--- src/inc/pio_pkg.sv ---
// Purpose: Constants shared by the parallel port block.
// Assumes: Byte-wide register port, word index equals printed offset.
// Notes:   Offsets without a printed value were placed after port E.
package pio_pkg;

  // Register indices on the plain register port.
  localparam logic [3:0] PIO_OFS_A_LATCH = 4'h0;
  localparam logic [3:0] PIO_OFS_B_LATCH = 4'h1;
  localparam logic [3:0] PIO_OFS_C_LATCH = 4'h2;
  localparam logic [3:0] PIO_OFS_D_INPUT = 4'h3;
  localparam logic [3:0] PIO_OFS_A_DIR   = 4'h4;
  localparam logic [3:0] PIO_OFS_B_DIR   = 4'h5;
  localparam logic [3:0] PIO_OFS_C_DIR   = 4'h6;
  localparam logic [3:0] PIO_OFS_E_DIR   = 4'h7;
  localparam logic [3:0] PIO_OFS_E_LATCH = 4'h8;

  // Register port widths.
  localparam int PIO_ADDR_W = 4;
  localparam int PIO_DATA_W = 8;

  // Direction registers clear to all inputs at reset.
  localparam logic [7:0] PIO_DIR_RST = 8'h00;

endpackage : pio_pkg

--- src/hdl/pio_ports.sv ---
// Purpose: Parallel ports A to E with latches, direction bits and pins.
// Assumes: Pin inputs are synchronous to clk; register reads have one
//          cycle of latency and never stall.
// Notes:   Data latches have no reset; direction registers and read data clear.

// Theory of operation.
// Every bidirectional port is built from the same three parts: a data
// latch that software writes, a direction register that software writes
// and reset clears, and a pin slice that turns the two into an enable
// and a drive value.  The read path never returns the direction-blind
// latch alone: each bit is taken from the latch where the pin drives and
// from the pin where it listens.
//
// Hazards a user must know.
// The data latches are left alone by reset on purpose, so that software
// can preload an output level before reset is released.  The flip side is
// that a latch holds an unknown level until first written.  Since reset
// clears the direction bits, no unknown level ever reaches a pin, but a
// pin turned to output before its latch is written drives whatever the
// latch happens to hold.  Loading the latch first avoids that glitch.
//
// Port D has no drivers at all.  Its latch is storage that software may
// write, but a read always returns the pin levels, so the stored value is
// never visible on the register port.
//
// Port E pins may be claimed by a shared peripheral.  A claimed pin takes
// the peripheral's enable and value, while the port E direction bit still
// chooses whether a read returns the latch or the pin.  Software reading
// a claimed output pin with its direction bit clear sees the pin level,
// which is the peripheral's drive.
//
// Register port.
// A write lands on the edge that samples the write strobe; the new value
// shows on the pins in the following cycle.  A read samples the pins on
// the edge that samples the read strobe and holds the result on the read
// data port from then until the next read.  Unmapped indices read zero
// and ignore writes.  The port never stalls, so back-to-back accesses in
// any order are legal.
//
// Pin inputs are taken as synchronous to the clock; anything that comes
// from the board must be synchronised before it reaches this block.
//
// Reduced-pin builds leave some pins unbonded.  Software is expected to
// set those pins to outputs so that they do not float; the block itself
// treats them like any other pin.

module pio_ports #(
  parameter int PA_W = 8,
  parameter int PB_W = 8,
  parameter int PC_W = 7,
  parameter int PD_W = 7,
  parameter int PE_W = 8
) (
  // Clock and reset.
  input  wire logic                         clk,
  input  wire logic                         rst_n,
  // Register port.
  input  wire logic [pio_pkg::PIO_ADDR_W-1:0] reg_addr,
  input  wire logic [pio_pkg::PIO_DATA_W-1:0] reg_wdata,
  input  wire logic                         reg_wr,
  input  wire logic                         reg_rd,
  output logic      [pio_pkg::PIO_DATA_W-1:0] reg_rdata,
  // Port A pins.
  input  wire logic [PA_W-1:0]              pa_in,
  output logic      [PA_W-1:0]              pa_out,
  output logic      [PA_W-1:0]              pa_oe,
  // Port B pins.
  input  wire logic [PB_W-1:0]              pb_in,
  output logic      [PB_W-1:0]              pb_out,
  output logic      [PB_W-1:0]              pb_oe,
  // Port C pins.
  input  wire logic [PC_W-1:0]              pc_in,
  output logic      [PC_W-1:0]              pc_out,
  output logic      [PC_W-1:0]              pc_oe,
  // Port D pins, input only.
  input  wire logic [PD_W-1:0]              pd_in,
  // Port E pins and peripheral sharing.
  input  wire logic [PE_W-1:0]              pe_in,
  output logic      [PE_W-1:0]              pe_out,
  output logic      [PE_W-1:0]              pe_oe,
  input  wire logic [PE_W-1:0]              pe_periph_own,
  input  wire logic [PE_W-1:0]              pe_periph_oe,
  input  wire logic [PE_W-1:0]              pe_periph_out
);
  import pio_pkg::*;

  localparam int DW = PIO_DATA_W;

  logic [PA_W-1:0] port_a_latch_ff;
  logic [PB_W-1:0] port_b_latch_ff;
  logic [PC_W-1:0] port_c_latch_ff;
  logic [PD_W-1:0] port_d_input_ff;
  logic [PE_W-1:0] port_e_latch_ff;
  logic [PA_W-1:0] port_a_direction_ff;
  logic [PB_W-1:0] port_b_direction_ff;
  logic [PC_W-1:0] port_c_direction_ff;
  logic [PE_W-1:0] port_e_direction_ff;
  logic [DW-1:0]   reg_rdata_ff;
  logic [DW-1:0]   nxt_reg_rdata;

  // Per-bit read selection: latch where output, pin where input.
  function automatic logic [DW-1:0] pio_mux(input logic [DW-1:0] dir,
                                            input logic [DW-1:0] lat,
                                            input logic [DW-1:0] pin);
    pio_mux = (dir & lat) | (~dir & pin);
  endfunction : pio_mux

  // Address decode strobes.
  wire wr_a_lat = reg_wr && (reg_addr == PIO_OFS_A_LATCH);
  wire wr_b_lat = reg_wr && (reg_addr == PIO_OFS_B_LATCH);
  wire wr_c_lat = reg_wr && (reg_addr == PIO_OFS_C_LATCH);
  wire wr_d_lat = reg_wr && (reg_addr == PIO_OFS_D_INPUT);
  wire wr_e_lat = reg_wr && (reg_addr == PIO_OFS_E_LATCH);
  wire wr_a_dir = reg_wr && (reg_addr == PIO_OFS_A_DIR);
  wire wr_b_dir = reg_wr && (reg_addr == PIO_OFS_B_DIR);
  wire wr_c_dir = reg_wr && (reg_addr == PIO_OFS_C_DIR);
  wire wr_e_dir = reg_wr && (reg_addr == PIO_OFS_E_DIR);

  // Zero-extended views of every port for the read path.
  wire [DW-1:0] a_dir = DW'(port_a_direction_ff);
  wire [DW-1:0] b_dir = DW'(port_b_direction_ff);
  wire [DW-1:0] c_dir = DW'(port_c_direction_ff);
  wire [DW-1:0] e_dir = DW'(port_e_direction_ff);
  wire [DW-1:0] a_rd  = pio_mux(a_dir, DW'(port_a_latch_ff),
                                DW'(pa_in));
  wire [DW-1:0] b_rd  = pio_mux(b_dir, DW'(port_b_latch_ff),
                                DW'(pb_in));
  wire [DW-1:0] c_rd  = pio_mux(c_dir, DW'(port_c_latch_ff),
                                DW'(pc_in));
  wire [DW-1:0] e_rd  = pio_mux(e_dir, DW'(port_e_latch_ff),
                                DW'(pe_in));
  wire [DW-1:0] d_rd  = DW'(pd_in);

  // Read data selection; unmapped indices read as zero.
  always_comb begin
    nxt_reg_rdata = reg_rdata_ff;
    if (reg_rd) begin
      unique case (reg_addr)
        PIO_OFS_A_LATCH: nxt_reg_rdata = a_rd;
        PIO_OFS_B_LATCH: nxt_reg_rdata = b_rd;
        PIO_OFS_C_LATCH: nxt_reg_rdata = c_rd;
        PIO_OFS_D_INPUT: nxt_reg_rdata = d_rd;
        PIO_OFS_A_DIR:   nxt_reg_rdata = a_dir;
        PIO_OFS_B_DIR:   nxt_reg_rdata = b_dir;
        PIO_OFS_C_DIR:   nxt_reg_rdata = c_dir;
        PIO_OFS_E_DIR:   nxt_reg_rdata = e_dir;
        PIO_OFS_E_LATCH: nxt_reg_rdata = e_rd;
        default:         nxt_reg_rdata = '0;
      endcase
    end
  end

  // Read data register, valid the cycle after the read strobe.
  always_ff @(posedge clk or negedge rst_n) begin
    if (!rst_n) begin
      reg_rdata_ff <= '0;
    end else begin
      reg_rdata_ff <= nxt_reg_rdata;
    end
  end
  assign reg_rdata = reg_rdata_ff;

  // Port A data latch: written whatever the direction, never reset, so a
  // level loaded before reset still drives once the pin turns output.
  always_ff @(posedge clk) begin
    if (wr_a_lat) begin
      port_a_latch_ff <= reg_wdata[PA_W-1:0];
    end
  end

  // Port B data latch: same behaviour as port A.
  always_ff @(posedge clk) begin
    if (wr_b_lat) begin
      port_b_latch_ff <= reg_wdata[PB_W-1:0];
    end
  end

  // Port C data latch: seven bits, the top bit of a write is dropped.
  always_ff @(posedge clk) begin
    if (wr_c_lat) begin
      port_c_latch_ff <= reg_wdata[PC_W-1:0];
    end
  end

  // Port D latch: storage only, the read path always shows the pins.
  always_ff @(posedge clk) begin
    if (wr_d_lat) begin
      port_d_input_ff <= reg_wdata[PD_W-1:0];
    end
  end

  // Port E data latch: feeds every pin not claimed by a peripheral.
  always_ff @(posedge clk) begin
    if (wr_e_lat) begin
      port_e_latch_ff <= reg_wdata[PE_W-1:0];
    end
  end

  // Port A direction: reset clears it so that every pin listens.
  always_ff @(posedge clk or negedge rst_n) begin
    if (!rst_n) begin
      port_a_direction_ff <= PIO_DIR_RST[PA_W-1:0];
    end else if (wr_a_dir) begin
      port_a_direction_ff <= reg_wdata[PA_W-1:0];
    end
  end

  // Port B direction: reset clears it so that every pin listens.
  always_ff @(posedge clk or negedge rst_n) begin
    if (!rst_n) begin
      port_b_direction_ff <= PIO_DIR_RST[PB_W-1:0];
    end else if (wr_b_dir) begin
      port_b_direction_ff <= reg_wdata[PB_W-1:0];
    end
  end

  // Port C direction: reset clears it so that every pin listens.
  always_ff @(posedge clk or negedge rst_n) begin
    if (!rst_n) begin
      port_c_direction_ff <= PIO_DIR_RST[PC_W-1:0];
    end else if (wr_c_dir) begin
      port_c_direction_ff <= reg_wdata[PC_W-1:0];
    end
  end

  // Port E direction: reset clears it; claimed pins ignore it for drive.
  always_ff @(posedge clk or negedge rst_n) begin
    if (!rst_n) begin
      port_e_direction_ff <= PIO_DIR_RST[PE_W-1:0];
    end else if (wr_e_dir) begin
      port_e_direction_ff <= reg_wdata[PE_W-1:0];
    end
  end

  // Port A pin slices: the enable is the direction bit itself, so a
  // cleared bit leaves the pin to whatever drives it from outside.
  for (genvar gi = 0; gi < PA_W; gi++) begin : g_pa_pin
    assign pa_oe[gi]  = port_a_direction_ff[gi];
    assign pa_out[gi] = port_a_latch_ff[gi];
  end

  // Port B pin slices, built like port A.
  for (genvar gi = 0; gi < PB_W; gi++) begin : g_pb_pin
    assign pb_oe[gi]  = port_b_direction_ff[gi];
    assign pb_out[gi] = port_b_latch_ff[gi];
  end

  // Port C pin slices, built like port A.
  for (genvar gi = 0; gi < PC_W; gi++) begin : g_pc_pin
    assign pc_oe[gi]  = port_c_direction_ff[gi];
    assign pc_out[gi] = port_c_latch_ff[gi];
  end

  // Port E pin slices: a claimed pin takes the peripheral's enable and
  // value; the direction bit then only steers what a read returns.
  for (genvar gi = 0; gi < PE_W; gi++) begin : g_pe_pin
    wire own = pe_periph_own[gi];
    assign pe_oe[gi]  = own ? pe_periph_oe[gi]
                            : port_e_direction_ff[gi];
    assign pe_out[gi] = own ? pe_periph_out[gi]
                            : port_e_latch_ff[gi];
  end

endmodule : pio_ports

--- config.mk ---
export PLATFORM = sky130hd
export DESIGN_NAME = pio_ports
export DESIGN_NICKNAME = d
export VERILOG_FILES = /design/src/inc/pio_pkg.sv /design/src/hdl/pio_ports.sv
export SDC_FILE = /design/constraint.sdc
export NUM_CORES = 1
export LEC_CHECK = 0
export CAP_MARGIN = 20
export CORE_UTILIZATION = 55
export CTS_BUF_LIST = sky130_fd_sc_hd__clkbuf_8
export DETAILED_ROUTE_END_ITERATION = 8
export DONT_BUFFER_PORTS = 1
export HOLD_SLACK_MARGIN = 0.1
export PLACE_DENSITY = 0.74
export REMOVE_ABC_BUFFERS = 1
export SLEW_MARGIN = 15
export SYNTH_ARGS = -nofsm -noshare
export SYNTH_HDL_FRONTEND = slang
export SYNTH_SLANG_ARGS = --single-unit
--- constraint.sdc ---
create_clock -name clk -period 2.08 [get_ports clk]
set_input_delay 0.52 -clock clk [delete_from_list [all_inputs] [get_ports clk]]
set_output_delay 0.52 -clock clk [all_outputs]
set_load 0.1 [all_outputs]
==> flow_metrics.py, run 1 <==
metrics = {
    "outcome": {
        "outcome": "finished, final reports clean",
    },
    "sta": {
        "maxSlewHeadroom_pct": 36.2,
        "fin_ws_ns": 0.233,
        "period_needed_ns": 1.85,
        "tightest_slew_ns": 0.957,
        "post-route-period-util_pct": 88.8,
        "final_max_slew_viol_count": 0,
        "rsz0062_at_grt": "false",
        "finClkSkew_ns": 0.0132,
        "setup_viol": 0,
        "hold_viol": 0,
        "finalSetupTns_ns": 0,
        "max_clock_freq_mhz": 542,
    },
    "logic_synthesis": {
        "yosys.area_share.simple_pct": 9.98,
        "synth_ff_type": "dfrtp_1",
        "synth_top_cell_by_area": "dfrtp_1",
        "synthesis.area_um2": 3550,
        "synthTopCellsByArea": "dfrtp_1, edfxtp_1, mux2_2",
        "synth.avg_cell_area_um2": 13.3,
        "synth_xor_area_share_pct": 0,
        "synth_adder_area_share_pct": 0,
        "yosys.cell_types.count": 44,
        "synth_top_family_by_area": "multiplexers",
        "async_reset_ff_share_pct": 55.7,
        "synth_top_area_share_pct": 27.5,
        "synth-compound-area-share_pct": 10.7,
        "yosys_warnings": 0,
        "synth_edf_count": 31,
        "yosys-mux-area-fraction_pct": 22.9,
        "syn_inst": 267,
        "synth-seq-area-share_pct": 53.7,
        "synth-seq-cells": 70,
    },
    "floorplan": {
        "dieWidth_um": 82.3,
        "fp-row-count": 28,
        "die_h_um": 82.3,
        "ios": 148,
        "core_area_um2": 6060,
        "die_area_um2": 6780,
        "start_util_pct": 58.5,
    },
    "global_route": {
        "grt-ovfl-total": 0,
        "track_usage_pct": 29.3,
        "antenna_found_initial": 1,
        "grt_pass1_wl_mm": 13.8,
        "grt_start_max_net_pins": 40,
        "grt_pass1_vias": 2560,
    },
    "job": {
        "maxCapViolCount": 0,
    },
    "power": {
        "irDropWorstVdd_mv": 0.867,
        "power_leakage_nw": 1.77,
        "powerDensity_nw_per_um2": 1090,
    },
    "clock_network": {
        "h-tree-depth": 3,
        "cts_made_buffers": 9,
        "cts_sinks": 70,
        "clk_path_buf_depth": 2,
        "post_cts_buffers": 0,
        "clock_latency_ns": 0.35,
        "root_buffer": "clkbuf_8",
        "clk_pin_slew_ns": 0.09,
        "cts_tree": "built",
    },
    "route": {
        "initialDrtViolationCount": 210,
        "vias": 2676,
        "drtAntennaViolNets": 0,
        "viasPerCell": 6.37,
        "wire_per_inst_um": 22.7,
        "wl_mm": 9.54,
        "drc": 0,
        "firstDrtPassIters": 4,
    },
    "critical_path": {
        "worstPathArrival_ns": 1.33,
        "end_kind": "output pin",
        "startpoint_type": "flip-flop",
        "path_max_fanout": 4,
        "worstPathRequired_ns": 1.56,
        "timing_worst_setup_path_type": "reg -> out",
        "reg2reg_slack_ns": 0.54,
    },
    "cells_and_area": {
        "nNetsFinal": 417,
        "drive_gt1_share_pct": 41.9,
        "layout_commonest_cell": "buf_4",
        "synthToLayoutAreaGrowth_pct": 21.9,
        "fillers": 450,
        "mostFrequentLayoutCells": "buf_4, mux2_2, dfrtp_1",
    },
    "place": {
        "place_hpwl_mm": 7.08,
        "post-place-ws_ns": 0.188,
        "gp_congestion": 0.924,
        "portBuffers": 0,
    },
    "hold_path": {
        "hold_path_class": "in -> reg",
    },
}
==> where the power goes <==
part	total, mW	switching (mW)	internal [mW]
clock	1.02	0.552	0.471
combinational	1.85	1.41	0.439
sequential	1.83	0.217	1.61
total	4.70	2.18	2.52
==> area by class of cell <==
cell class,count,area [um2],area share [%]
Tap cell,75,93.8,2.17
Timing Repair Buffer,73,563,13.0
Clock inverter,6,45.0,1.04
Inverter,8,30.0,0.694
Multi-Input combinational cell,177,1550,35.8
Clock buffer,10,138,3.18
Antenna cell,1,2.50,0.0579
Sequential cell,70,1910,44.1
==> logic make-up (layout without fill, tap and decap cells) <==
kind of cell,Yosys count,in the layout
buffers and inverters,20,97
and+or+nand+nor,49,49
DFF,70,70
other,0,1
muxes,75,75
AOI/OAI and AO/OA,53,53
==> sequential cells by signal, indices dropped and copies added, names as in the netlist <==
signal / flops
e_dir: 8
pb_out: 8
pc_oe: 7
pc_out: 7
pa_out: 8
pb_oe: 8
port_e_latch_ff: 8
pa_oe: 8
reg_rdata: 8
==> worst register-to-register path: stages (launching register included) <==
cell and delay, ns:
dfrtp_1 0.97, o211ai_1 0.21, a41oi_1 0.27
==> per-layer routing <==
metal  GRT usage [%]  wire length [um]
met5               0                 0
met3            9.67              1110
met2            44.6              4550
met4            9.65               141
met1            39.4              3740
==> through the flow <==
stage / power (mW) / hold WS, ns / cells / cell area, um2 / util [%]
2_1_floorplan: 3.35 / 0.224 / 255 / 3480 / -
3_3_place_gp: 3.67 / 0.226 / 401 / 4110 / 67.8
3_5_place_dp: 3.69 / 0.226 / 401 / 4110 / 67.8
4_1_cts: 4.71 / 0.253 / 419 / 4320 / 71.3
5_1_grt: 4.85 / 0.241 / 420 / 4330 / 71.4
6_report: 4.70 / 0.258 / 420 / 4330 / 71.4
==> synth_stat cells, drive strengths merged (2+ instances only) <==
cell type,count
o2bb2ai,5
nor3b,4
a211oi,3
or4bb,2
nor4,3
and2,2
a21oi,6
nand3b,5
a32oi,2
nor2,14
clkbuf,6
o211ai,2
a221oi,3
nand4b,2
edfxtp,31
a22o,3
nand2b,3
nor3,2
o21ai,10
mux2,49
dfrtp,39
buf,6
inv,8
mux2i,26
nand2,4
or4b,4
a41oi,2
o32ai,5
o22ai,9
==> worst paths after layout <==
path | startpoint | end | cells after the start
worst max register to register | pb_oe[0] | reg_rdata[0] | 2
worst min register to register | reg_rdata[6] | reg_rdata[6] | 1
max in group asynchronous | rst_n | pb_oe[7] | 2
worst max-delay path | pb_oe[0] | pb_oe[0] | 0
min in group asynchronous | rst_n | pc_oe[6] | 2
worst min-delay path | reg_wdata[0] | pc_out[0] | 0
==> timing repair <==
item                                   in CTS  in global routing
gates resized for setup                     0                  0
endpoints found under the hold margin      39                  0
hold buffers                                2                  0
(Power assumes the default switching activity.)
==> run 2, diff against run 1 <==
--- a/config.mk
+++ b/config.mk
@@ -6,12 +6,14 @@
 export NUM_CORES = 1
 export LEC_CHECK = 0
 export CAP_MARGIN = 20
-export CORE_UTILIZATION = 55
+export CORE_UTILIZATION = 30
 export CTS_BUF_LIST = sky130_fd_sc_hd__clkbuf_8
+export CTS_CLUSTER_DIAMETER = 60
 export DETAILED_ROUTE_END_ITERATION = 8
 export DONT_BUFFER_PORTS = 1
+export GPL_TIMING_DRIVEN = 0
 export HOLD_SLACK_MARGIN = 0.1
-export PLACE_DENSITY = 0.74
+export PLACE_DENSITY = 0.48
 export REMOVE_ABC_BUFFERS = 1
 export SLEW_MARGIN = 15
 export SYNTH_ARGS = -nofsm -noshare
==> flow_metrics.py, run 2 (synthesized netlist as in run 1, its figures left out) <==
metrics = {
    "critical_path": {
        "reg2reg_slack_ns": 0.09,
        "worstRegToRegCells": 4,
        "timing_worst_setup_path_type": "reg -> reg",
        "worstPathRequired_ns": 2.30,
        "end_kind": "flip-flop",
        "crit-reg2reg-capture": "reg_rdata[6]",
        "cp_slowest_stage_delay_ns": 0.98,
        "crit_chain": "mux2i_1 > o22ai_1 > nor4_1 > o2bb2ai_1",
        "path_max_fanout": 4,
        "startpoint": "pb_oe[6]",
        "slowest_stage": "dfrtp_1",
        "startpoint_type": "flip-flop",
        "worstPathArrival_ns": 2.21,
        "r2r-start": "pb_oe[6]",
        "endpoint": "reg_rdata[6]",
    },
    "global_route": {
        "grtUsageMet1_pct": 22.6,
        "grt-ovfl-total": 0,
        "gr-usage-met2_pct": 29.0,
        "grt_pass1_wl_mm": 15.9,
        "busiest_layer": "met2",
        "grt_pass1_vias": 2462,
        "track_usage_pct": 17.9,
        "grt_start_max_net_pins": 40,
        "grt_use_met3_pct": 5.63,
        "antenna_found_initial": 0,
    },
    "hold_path": {
        "hold_path_class": "in -> reg",
    },
    "floorplan": {
        "die_h_um": 111,
        "ios": 148,
        "fp-row-count": 39,
        "start_util_pct": 30.9,
        "core_area_um2": 11500,
        "die_area_um2": 12300,
        "dieWidth_um": 111,
    },
    "place": {
        "post_dp_cell_area_um2": 3670,
        "gp_congestion": 0.759,
        "portBuffers": 0,
        "place_hpwl_mm": 7.48,
    },
    "route": {
        "vias": 2417,
        "wl_mm": 11.0,
        "drc": 0,
        "initialDrtViolationCount": 75,
        "viasPerCell": 5.82,
        "drtAntennaViolNets": 0,
        "firstDrtPassIters": 4,
        "wire_per_inst_um": 26.6,
    },
    "power": {
        "switching_share_pct": 44.5,
        "irDropWorstVdd_mv": 0.464,
        "power_frac_clock_pct": 27.7,
        "total_power_mw": 4.81,
        "p_switching_mw": 2.14,
        "seqPwrFrac_pct": 57.0,
        "p_comb_share_pct": 15.3,
        "power_leakage_nw": 1.44,
        "p_int_mw": 2.67,
        "powerDensity_nw_per_um2": 1220,
    },
    "job": {
        "maxCapViolCount": 0,
    },
    "sta": {
        "setup_viol": 0,
        "final_max_slew_viol_count": 0,
        "max_clock_freq_mhz": 502,
        "maxSlewHeadroom_pct": 32.7,
        "rsz0062_at_grt": "false",
        "finClkSkew_ns": 0.00733,
        "timing.hold.ws_ns": 0.261,
        "post-route-period-util_pct": 95.7,
        "tightest_slew_ns": 1.01,
        "hold_viol": 0,
        "period_needed_ns": 1.99,
    },
    "cells_and_area": {
        "drive_gt1_share_pct": 29.4,
        "mostFrequentLayoutCells": "mux2_2, dfrtp_1, edfxtp_1",
        "synthToLayoutAreaGrowth_pct": 11.6,
        "final_area_um2": 3960,
        "diodes": 0,
        "nNetsFinal": 346,
        "layout_commonest_cell": "mux2_2",
    },
    "clock_network": {
        "h-tree-depth": 3,
        "clk_pin_slew_ns": 0.08,
        "cts_tree": "built",
        "cts_sinks": 70,
        "root_buffer": "clkbuf_8",
        "clock_latency_ns": 0.35,
        "clk_path_buf_depth": 2,
        "cts_made_buffers": 9,
    },
    "outcome": {
        "outcome": "finished, final reports clean",
    },
}
-- run 2: cell types whose count changed in the layout (fill, tap and decap cells not counted), sizes merged --
cell,previous run,this run
buf,72,1
clkbuf,10,9
clkinv,1,2
clkinvlp,3,1
inv,10,8
bufinv,0,3
diode,1,0
-- run 2: what timing repair did --
item                       CTS  global route
hold buffers                 2             0
buffers inserted             0             0
setup endpoints to repair   32             2
resized for setup            5             3
hold endpoints to repair    39             0
-- run 2: stage by stage --
stage | setup TNS, ns | util, % | cells | setup WS (ns)
global route | 0 | 34.5 | 415 | 0.00400
floorplan | 0 | - | 255 | 0.107
CTS | 0 | 34.5 | 415 | 0.0511
finish | 0 | 34.5 | 415 | 0.0890
detailed placement | -13.33 | 32.0 | 398 | -0.535
global placement | -19.56 | 31.9 | 398 | -0.818
-- run 2: cell type report --
cell class                      instances  area [um2]
Inverter                                8        30.0
Sequential cell                        70        1910
Fill cell                            1154        7510
Tap cell                              143         179
Multi-Input combinational cell        177        1570
Clock buffer                            9         124
Clock inverter                          6         111
Timing Repair Buffer                    2        37.5
-- run 2: worst max-delay path: cells and delay by family (launching register included) --
family / cells / cell delay, ns
compound gates: 2 / 0.22
flops: 1 / 0.98
mux: 1 / 0.33
simple gates: 1 / 0.33
-- run 2: per-layer routing --
layer | up-vias | share of wire [%]
met4 | 0 | 1.4
li1 | 1059 | -
met3 | 15 | 9.0
met5 | - | 0
met2 | 120 | 47
met1 | 1223 | 43
-- run 2: worst min-delay path by stage --
stage / startpoint / end / slack (ns) / depth (start not counted)
after global routing: reg_wdata[7] / port_e_latch_ff[7] / 0.24 / 0
after CTS: reg_wdata[7] / port_e_latch_ff[7] / 0.24 / 0
after global placement: rst_n / pb_oe[7] / 0.23 / 0
final: reg_wdata[7] / pb_out[7] / 0.26 / 0
after floorplan: rst_n / e_dir[0] / 0.22 / 0
after detailed placement: rst_n / pb_oe[7] / 0.23 / 0
-- run 2: power groups by stage --
stage / Clock (mW) / Sequential (mW) / Combinational [mW]
final: 1.33 / 2.75 / 0.735
after global routing: 1.41 / 2.78 / 0.778
after CTS: 1.36 / 2.75 / 0.744
after detailed placement: 0 / 2.78 / 0.717
after global placement: 0 / 2.77 / 0.708
after floorplan: 0 / 2.71 / 0.646
